===== src/logic/mcg_pkg.sv =====
/*
  package for the metering compute/gain configuration block: register offsets,
  field positions, reset values, angle modes and gain codes.
  assumes a plain register port with 16-bit address and 16-bit data.
*/
package mcg_pkg;

  // ----------------------------------------------------------------------
  // register map
  // ----------------------------------------------------------------------
  localparam int ADDR_W = 16;
  localparam int DATA_W = 16;
  localparam logic [15:0] COMP_MODE_ADDR = 16'he60e;
  localparam logic [15:0] GAIN_SEL_ADDR = 16'he60f;

  // ----------------------------------------------------------------------
  // computation mode fields
  // ----------------------------------------------------------------------
  localparam int TERM1_LSB = 0;
  localparam int TERM2_LSB = 3;
  localparam int TERM3_LSB = 6;
  localparam int ANGLE_LSB = 9;
  localparam int NOMINAL_VOLTAGE_VALUE_LSB = 11;
  localparam int FREQ_BIT = 14;
  localparam int CMODE_RSVD_BIT = 15;
  localparam logic [15:0] COMP_MODE_RESET = 16'h01ff;
  localparam logic [15:0] COMP_MODE_MASK = 16'h7fff;

  // ----------------------------------------------------------------------
  // gain fields
  // ----------------------------------------------------------------------
  localparam int IGAIN_LSB = 0;
  localparam int NGAIN_LSB = 3;
  localparam int VGAIN_LSB = 6;
  localparam logic [15:0] GAIN_RESET = 16'h0000;
  localparam logic [15:0] GAIN_MASK = 16'h01ff;

  typedef enum logic [1:0] {
    MCG_ANGLE_VI = 2'h0,
    MCG_ANGLE_VV = 2'h1,
    MCG_ANGLE_II = 2'h2,
    MCG_ANGLE_NONE = 2'h3
  } mcg_angle_type;

  // one-hot shift amount of a pga: gain 1, 2, 4, 8, 16
  localparam logic [4:0] SHIFT_X1 = 5'h01;
  localparam logic [4:0] SHIFT_X2 = 5'h02;
  localparam logic [4:0] SHIFT_X4 = 5'h04;
  localparam logic [4:0] SHIFT_X8 = 5'h08;
  localparam logic [4:0] SHIFT_X16 = 5'h10;

endpackage


===== src/logic/mcg_gain_decode.sv =====
/*
  decodes one three-bit pga code into a one-hot gain, registered.
  assumes the code is the next value of a register on the same clock.
*/
`timescale 1ns/1ps
module mcg_gain_decode (
  input wire logic core_clk_in,
  input wire logic sys_rst_in,
  input wire logic [2:0] code_in,
  output logic [4:0] gain_onehot_out
);

  logic [4:0] gain_reg;
  logic [4:0] gain_next;

  always_comb begin
    case (code_in)
      3'h0: gain_next = mcg_pkg::SHIFT_X1;
      3'h1: gain_next = mcg_pkg::SHIFT_X2;
      3'h2: gain_next = mcg_pkg::SHIFT_X4;
      3'h3: gain_next = mcg_pkg::SHIFT_X8;
      3'h4: gain_next = mcg_pkg::SHIFT_X16;
      // reserved codes act as unity gain
      default: gain_next = mcg_pkg::SHIFT_X1;
    endcase
  end

  always_ff @(posedge core_clk_in) begin
    if (sys_rst_in) begin
      gain_reg <= mcg_pkg::SHIFT_X1;
    end else begin
      gain_reg <= gain_next;
    end
  end

  assign gain_onehot_out = gain_reg;

endmodule


===== src/logic/mcg_phase_sel.sv =====
/*
  per-phase voltage selection: measured rms or the nominal voltage value.
  assumes both inputs are on the core clock; result is registered.
*/
`timescale 1ns/1ps
module mcg_phase_sel (
  input wire logic core_clk_in,
  input wire logic sys_rst_in,
  input wire logic use_nominal_in,
  input wire logic [23:0] measured_rms_in,
  input wire logic [23:0] nominal_voltage_value_in,
  output logic [23:0] rms_used_out
);

  logic [23:0] rms_reg;
  logic [23:0] rms_next;

  always_comb begin
    rms_next = use_nominal_in ? nominal_voltage_value_in : measured_rms_in;
  end

  always_ff @(posedge core_clk_in) begin
    if (sys_rst_in) begin
      rms_reg <= 24'h000000;
    end else begin
      rms_reg <= rms_next;
    end
  end

  assign rms_used_out = rms_reg;

endmodule


===== src/logic/mcg_config.sv =====
/*
  configuration registers of the metering compute path: computation mode
  and channel gain select, with decoded controls for the datapath.
  assumes a same-clock register port, read data one cycle after the strobe.
*/
// Notes on behaviour
// [RULE1] phase b bit adds b to third output
// [RULE2] phase c bit adds c to third output
// [RULE3] all three bits set sums all phases
// [RULE4] angle code 00 vi, 01 vv, 10 ii
// [RULE5] angle code 11 measures nothing
// [RULE6] phase a nominal off uses measured rms
// [RULE7] phase a nominal on substitutes nominal value
// [RULE8] phase b nominal enable like phase a
// [RULE9] phase c nominal enable like phase a
// [RULE10] software sets frequency bit for 60 hz
// [RULE11] reserved mode bit zero, no function
// [RULE12] current gain code selects 1 to 16
// [RULE13] reserved current codes give unity gain
// [RULE14] neutral gain code same mapping
// [RULE15] reserved neutral codes give unity gain
// [RULE16] voltage gain code selects 1 to 16
// [RULE17] reserved voltage codes give unity gain
// [RULE18] gain bits 15:9 reserved, zero
`timescale 1ns/1ps
module mcg_config (
  input wire logic core_clk_in,
  input wire logic sys_rst_in,
  input wire logic [15:0] reg_addr_in,
  input wire logic [15:0] reg_wdata_in,
  input wire logic reg_write_in,
  input wire logic reg_read_in,
  output logic [15:0] reg_rdata_out,
  input wire logic [23:0] nominal_voltage_value_in,
  input wire logic [23:0] phase_a_rms_in,
  input wire logic [23:0] phase_b_rms_in,
  input wire logic [23:0] phase_c_rms_in,
  output logic [2:0] third_output_phase_include_out,
  output logic third_output_sum_all_out,
  output logic [1:0] angle_measure_select_out,
  output logic angle_vi_en_out,
  output logic angle_vv_en_out,
  output logic angle_ii_en_out,
  output logic [2:0] nominal_voltage_use_out,
  output logic line_frequency_select_out,
  output logic [23:0] phase_a_rms_used_out,
  output logic [23:0] phase_b_rms_used_out,
  output logic [23:0] phase_c_rms_used_out,
  output logic [4:0] phase_current_gain_out,
  output logic [4:0] neutral_current_gain_out,
  output logic [4:0] phase_voltage_gain_out
);

  // ----------------------------------------------------------------------
  // register file
  // ----------------------------------------------------------------------
  logic [15:0] comp_mode_reg;
  logic [15:0] comp_mode_next;
  logic [15:0] gain_reg;
  logic [15:0] gain_next;
  logic [15:0] rdata_reg;
  logic [15:0] rdata_next;

  always_comb begin
    comp_mode_next = comp_mode_reg;
    gain_next = gain_reg;
    rdata_next = 16'h0000;
    if (reg_write_in) begin
      if (reg_addr_in == mcg_pkg::COMP_MODE_ADDR) begin
        comp_mode_next = reg_wdata_in & mcg_pkg::COMP_MODE_MASK; // RULE11
      end
      if (reg_addr_in == mcg_pkg::GAIN_SEL_ADDR) begin
        gain_next = reg_wdata_in & mcg_pkg::GAIN_MASK; // RULE18
      end
    end
    if (reg_read_in) begin
      case (reg_addr_in)
        mcg_pkg::COMP_MODE_ADDR: rdata_next = comp_mode_reg;
        mcg_pkg::GAIN_SEL_ADDR: rdata_next = gain_reg;
        default: rdata_next = 16'h0000;
      endcase
    end
  end

  always_ff @(posedge core_clk_in) begin
    if (sys_rst_in) begin
      comp_mode_reg <= mcg_pkg::COMP_MODE_RESET;
      gain_reg <= mcg_pkg::GAIN_RESET;
      rdata_reg <= 16'h0000;
    end else begin
      comp_mode_reg <= comp_mode_next;
      gain_reg <= gain_next;
      rdata_reg <= rdata_next;
    end
  end

  assign reg_rdata_out = rdata_reg;

  // ----------------------------------------------------------------------
  // decoded mode controls
  // ----------------------------------------------------------------------
  logic [2:0] incl_reg;
  logic [2:0] incl_next;
  logic sum_all_reg;
  logic sum_all_next;
  logic [1:0] angle_reg;
  logic [1:0] angle_next;
  logic [2:0] angle_en_reg;
  logic [2:0] angle_en_next;
  logic [2:0] nominal_voltage_value_reg;
  logic [2:0] nominal_voltage_value_next;
  logic freq_reg;
  logic freq_next;

  always_comb begin
    incl_next = comp_mode_next[mcg_pkg::TERM3_LSB +: 3]; // RULE1 RULE2
    sum_all_next = &comp_mode_next[mcg_pkg::TERM3_LSB +: 3]; // RULE3
    angle_next = comp_mode_next[mcg_pkg::ANGLE_LSB +: 2];
    case (mcg_pkg::mcg_angle_type'(angle_next))
      mcg_pkg::MCG_ANGLE_VI: angle_en_next = 3'h1; // RULE4
      mcg_pkg::MCG_ANGLE_VV: angle_en_next = 3'h2; // RULE4
      mcg_pkg::MCG_ANGLE_II: angle_en_next = 3'h4; // RULE4
      default: angle_en_next = 3'h0; // RULE5
    endcase
    nominal_voltage_value_next = comp_mode_next[mcg_pkg::NOMINAL_VOLTAGE_VALUE_LSB +: 3]; // RULE6 RULE8 RULE9
    freq_next = comp_mode_next[mcg_pkg::FREQ_BIT]; // RULE10
  end

  always_ff @(posedge core_clk_in) begin
    if (sys_rst_in) begin
      incl_reg <= 3'h7;
      sum_all_reg <= 1'b1;
      angle_reg <= 2'h0;
      angle_en_reg <= 3'h1;
      nominal_voltage_value_reg <= 3'h0;
      freq_reg <= 1'b0;
    end else begin
      incl_reg <= incl_next;
      sum_all_reg <= sum_all_next;
      angle_reg <= angle_next;
      angle_en_reg <= angle_en_next;
      nominal_voltage_value_reg <= nominal_voltage_value_next;
      freq_reg <= freq_next;
    end
  end

  assign third_output_phase_include_out = incl_reg;
  assign third_output_sum_all_out = sum_all_reg;
  assign angle_measure_select_out = angle_reg;
  assign angle_vi_en_out = angle_en_reg[0];
  assign angle_vv_en_out = angle_en_reg[1];
  assign angle_ii_en_out = angle_en_reg[2];
  assign nominal_voltage_use_out = nominal_voltage_value_reg;
  assign line_frequency_select_out = freq_reg;

  // ----------------------------------------------------------------------
  // nominal voltage substitution per phase
  // ----------------------------------------------------------------------
  logic [23:0] meas [3];
  logic [23:0] used [3];

  assign meas[0] = phase_a_rms_in;
  assign meas[1] = phase_b_rms_in;
  assign meas[2] = phase_c_rms_in;

  genvar ph;
  generate
    for (ph = 0; ph < 3; ph++) begin : g_phase
      mcg_phase_sel u_sel (
        .core_clk_in(core_clk_in),
        .sys_rst_in(sys_rst_in),
        .use_nominal_in(comp_mode_reg[mcg_pkg::NOMINAL_VOLTAGE_VALUE_LSB + ph]), // RULE7
        .measured_rms_in(meas[ph]),
        .nominal_voltage_value_in(nominal_voltage_value_in),
        .rms_used_out(used[ph])
      );
    end
  endgenerate

  assign phase_a_rms_used_out = used[0];
  assign phase_b_rms_used_out = used[1];
  assign phase_c_rms_used_out = used[2];

  // ----------------------------------------------------------------------
  // pga gain decode
  // ----------------------------------------------------------------------
  mcg_gain_decode u_igain (
    .core_clk_in(core_clk_in),
    .sys_rst_in(sys_rst_in),
    .code_in(gain_next[mcg_pkg::IGAIN_LSB +: 3]), // RULE12 RULE13
    .gain_onehot_out(phase_current_gain_out)
  );

  mcg_gain_decode u_ngain (
    .core_clk_in(core_clk_in),
    .sys_rst_in(sys_rst_in),
    .code_in(gain_next[mcg_pkg::NGAIN_LSB +: 3]), // RULE14 RULE15
    .gain_onehot_out(neutral_current_gain_out)
  );

  mcg_gain_decode u_vgain (
    .core_clk_in(core_clk_in),
    .sys_rst_in(sys_rst_in),
    .code_in(gain_next[mcg_pkg::VGAIN_LSB +: 3]), // RULE16 RULE17
    .gain_onehot_out(phase_voltage_gain_out)
  );

endmodule


===== config.mk =====
export PLATFORM = sky130hd
export DESIGN_NAME = mcg_config
export DESIGN_NICKNAME = d
export VERILOG_FILES = /design/src/logic/mcg_pkg.sv /design/src/logic/mcg_gain_decode.sv /design/src/logic/mcg_phase_sel.sv /design/src/logic/mcg_config.sv
export SDC_FILE = /design/constraint.sdc
export NUM_CORES = 1
export LEC_CHECK = 0
export BUFFER_PORTS_ARGS = -buffer_cell sky130_fd_sc_hd__buf_2
export CAP_MARGIN = 5
export CORE_MARGIN = 5
export CORE_UTILIZATION = 46
export DETAILED_ROUTE_END_ITERATION = 12
export HOLD_SLACK_MARGIN = 0.02
export PLACE_DENSITY = 0.8
export SLEW_MARGIN = 20
export SYNTH_ARGS = -nofsm -noshare
export SYNTH_HDL_FRONTEND = slang
export SYNTH_SLANG_ARGS = --single-unit

===== constraint.sdc =====
create_clock -name core_clk_in -period 1.7 [get_ports core_clk_in]
set_input_delay 0.255 -clock core_clk_in [delete_from_list [all_inputs] [get_ports core_clk_in]]
set_output_delay 0.255 -clock core_clk_in [all_outputs]
set_load 0.03 [all_outputs]

==> impl_results.md <==
- Status: complete, no violations
- R2R cell count: 3
- Tcrit/Tclk final: 0.9824
- Post-route minimum period: 1670 ps
- First-pass DRT Iterations: 7
- Final nets: 1,000
- Register area: 2608 µm²
- WP data arrival: 2060 ps
- TritonCTS clock tree: done
- Io pins: 248
- Mapped Cells: 516
- Pleak: 3.577 nW
- Post-Route WL: 21,430 µm
- Post-route DRC: 0
- Share of cells above drive strength 1: 0.3489
- Gr ovfl total: 0
- P per Cell Area: 947.7 nW/µm²
- Most common cell after layout, fill and taps aside: buf_2
- Vias in the first global route: 5,977
- Worst path depth: 3
- Seq cells post-synth: 130
- RSZ-0062 raised after global routing: no
- Critical path class: reg -> reg
- Cell Rows: 38
- Antenna violations before repair: 1
- Top FF cell, synth: dfxtp_1
- Clock transition at the registers of the reported paths: 60 ps
- Tot Pwr: 7.681 mW
- Area Growth Syn to Fin: 61.43%
- Crit. End Element: flip-flop
- Crit path required time: 2090 ps
- Setup crit start: comp_mode_reg[12]
- Routed via count: 5,499
- Initial Utilization: 0.4673
- Wire per inst: 21.05 µm
- Synth cell types: 38
- # setup viols final: 0
- Worst path slowest cell: dlygate4sd3_1
- Max FFs per register: 72
- Buf+Inv Stages, Crit Path: 1
- Final Worst Setup Slack: 29.91 ps
- Area taken by multi-input logic gates: 2178 µm²
- Post-synth EDFFs: 0
- Crit path cell chain: mux2i_1, dlygate4sd3_1, nor2_1
- Max cap viols: 0
- Core Area: 10,750 µm²
- Non-filler cells, final: 1,018
- Clock Tree Buf Depth: 2
- Iter 0 DRT Violations: 475
- Hold path depth: 3
- Worst setup SP type: flip-flop
- Slew Viols, Final: 0
- Fmax: 0.5988 GHz
- Post-Syn Area per Cell: 9.731 µm²
- Full die area: 13,100 µm²
- Hold Crit Class: in -> reg
- Htree depth: 4
- Top delay family on crit path: buffers and inverters
- Placement Setup Slack: 14.90 ps
- Final Wtd Congestion: 0.9378
- Inserted Clock Buffers: 17
- HP Start: nominal_voltage_value_in[23]
- CTS Root Cell: clkbuf_8
- Register area share after synthesis: 0.5183
- Share of async-settable or async-resettable flops after synthesis: 0
- Sink Count: 130
- Reg-to-Reg Start: comp_mode_reg[12]
- Worst reg2reg setup slack: 30 ps
- Port-buffer cells: 245
- Largest net degree at the start of global routing: 81
- Setup TNS: 0 ps
- Max incr delay on CP: 600 ps
- Yosys warnings: 0
- Worst-Skew Late Latency: 520 ps
- Reg-to-Reg End: g_phase[1].u_sel.rms_used_out[0]
- First-pass GRT wire length: 31,480 µm
- Crit-path max FO: 7
- Die H: 114.5 µm
- Cell area after synthesis: 5021 µm²
- Max Clock Skew: 12.30 ps
- Final Hold Fails: 0
- VDD IR max: 619.6 µV
- Avg Vias per Cell: 5.402
- Layout fillers: 680
- Syn Nets: 648
- GR Util All Layers: 0.3144
- CP endpoint: g_phase[1].u_sel.rms_used_out[0]
- Antenna viol nets, final: 0
- Post-detail-place hpwl: 11,550 µm
- Die width: 114.5 µm
- Cells after DPL: 876
- Most frequent cells in the layout: 244 x buf_2, 128 x dfxtp_1, 108 x nor2_1, 108 x dlygate4sd3_1, 88 x mux2i_1
-- metrics by stage --
| stage | hold WS (ps) | cell area (µm²) | util |
|---|---|---|---|
| 3_5_place_dp | 481.1 | 6397 | 0.5954 |
| 2_1_floorplan | 355.8 | 5021 | - |
| 4_1_cts | 20.03 | 8046 | 0.7488 |
| 5_1_grt | 47.43 | 8105 | 0.7543 |
| 6_report | 45.74 | 8105 | 0.7543 |
| 3_3_place_gp | 477.9 | 6397 | 0.5954 |
-- power by group --
part	switching (mW)	leakage [nW]	internal (mW)
combinational	0.560	2.24	0.421
sequential	0.0312	1.07	3.14
clock	1.28	0.271	2.25
total	1.87	3.58	5.81
-- worst min path at each step --
stage | to | slack [ps]
6_report | g_phase[0].u_sel.rms_used_out[23] | 50
3_5_place_dp | reg_rdata_out[14] | 480
4_1_cts | g_phase[1].u_sel.rms_used_out[3] | 20
3_3_place_gp | comp_mode_reg[14] | 480
2_1_floorplan | u_ngain.gain_onehot_out[1] | 360
5_1_grt | g_phase[0].u_sel.rms_used_out[18] | 50
-- cell type report --
class,count,share of cell area
inverter,1,0.0004631
clock buffer,24,0.06051
tap,140,0.02161
clock inverter,4,0.009262
antenna,1,0.0003087
multi-input combinational,339,0.2688
sequential,130,0.3217
timing repair buffer,379,0.3174
-- worst register-to-register path: cells and delay by family, from the launching register on --
kind                   cells  cell delay (ps)
buffers and inverters      1              600
flip-flops                 1              560
multiplexers               1              330
AND/OR/NAND/NOR            1               50
-- cells in the mapped netlist (2+ instances only) --
library cell  number  share of area
dfxtp_1          130           0.52
nor2_1           108          0.081
mux2i_1           88           0.18
o21ai_0           28          0.028
a21oi_1           24          0.024
nand3_1           22          0.022
clkbuf_1          21          0.016
buf_2             12          0.012
nand2_1           10         0.0075
nor4_1            10          0.012
buf_4              9          0.013
nand3b_1           7          0.010
nor3b_1            6         0.0090
nor4b_1            6          0.010
xor2_1             6          0.010
o31ai_1            4         0.0060
a211o_1            2         0.0035
buf_1              2         0.0015
buf_6              2         0.0045
-- kinds of logic after synthesis --
| logic type | after synthesis | share of synthesized area |
|---|---|---|
| AOI/OAI and AO/OA | 60 | 0.06429 |
| other | 1 | 0.0007469 |
| xor gates and xnor gates | 6 | 0.01047 |
| DFF | 130 | 0.5183 |
| muxes | 88 | 0.1754 |
| and+or+nand+nor | 184 | 0.1829 |
| buffers and inverters | 47 | 0.04784 |
-- what timing repair did --
action / 4_1_cts / 5_1_grt
cloned: 0 / 1
gates resized for setup: 1 / 1
setup endpoints to repair: 1 / 9
hold buffers: 108 / 0
setup buffers: 0 / 4
hold endpoints to repair: 76 / 0
-- per-layer routing --
| metal | vias to the layer above | routed length (µm) | GRT usage |
|---|---|---|---|
| met5 | - | 0 | 0 |
| met3 | 103 | 1607 | 0.07717 |
| li1 | 2468 | - | - |
| met2 | 352 | 11200 | 0.5487 |
| met4 | 0 | 1345 | 0.2280 |
| met1 | 2576 | 7282 | 0.3258 |
Power figures use the tool's default switching activity.
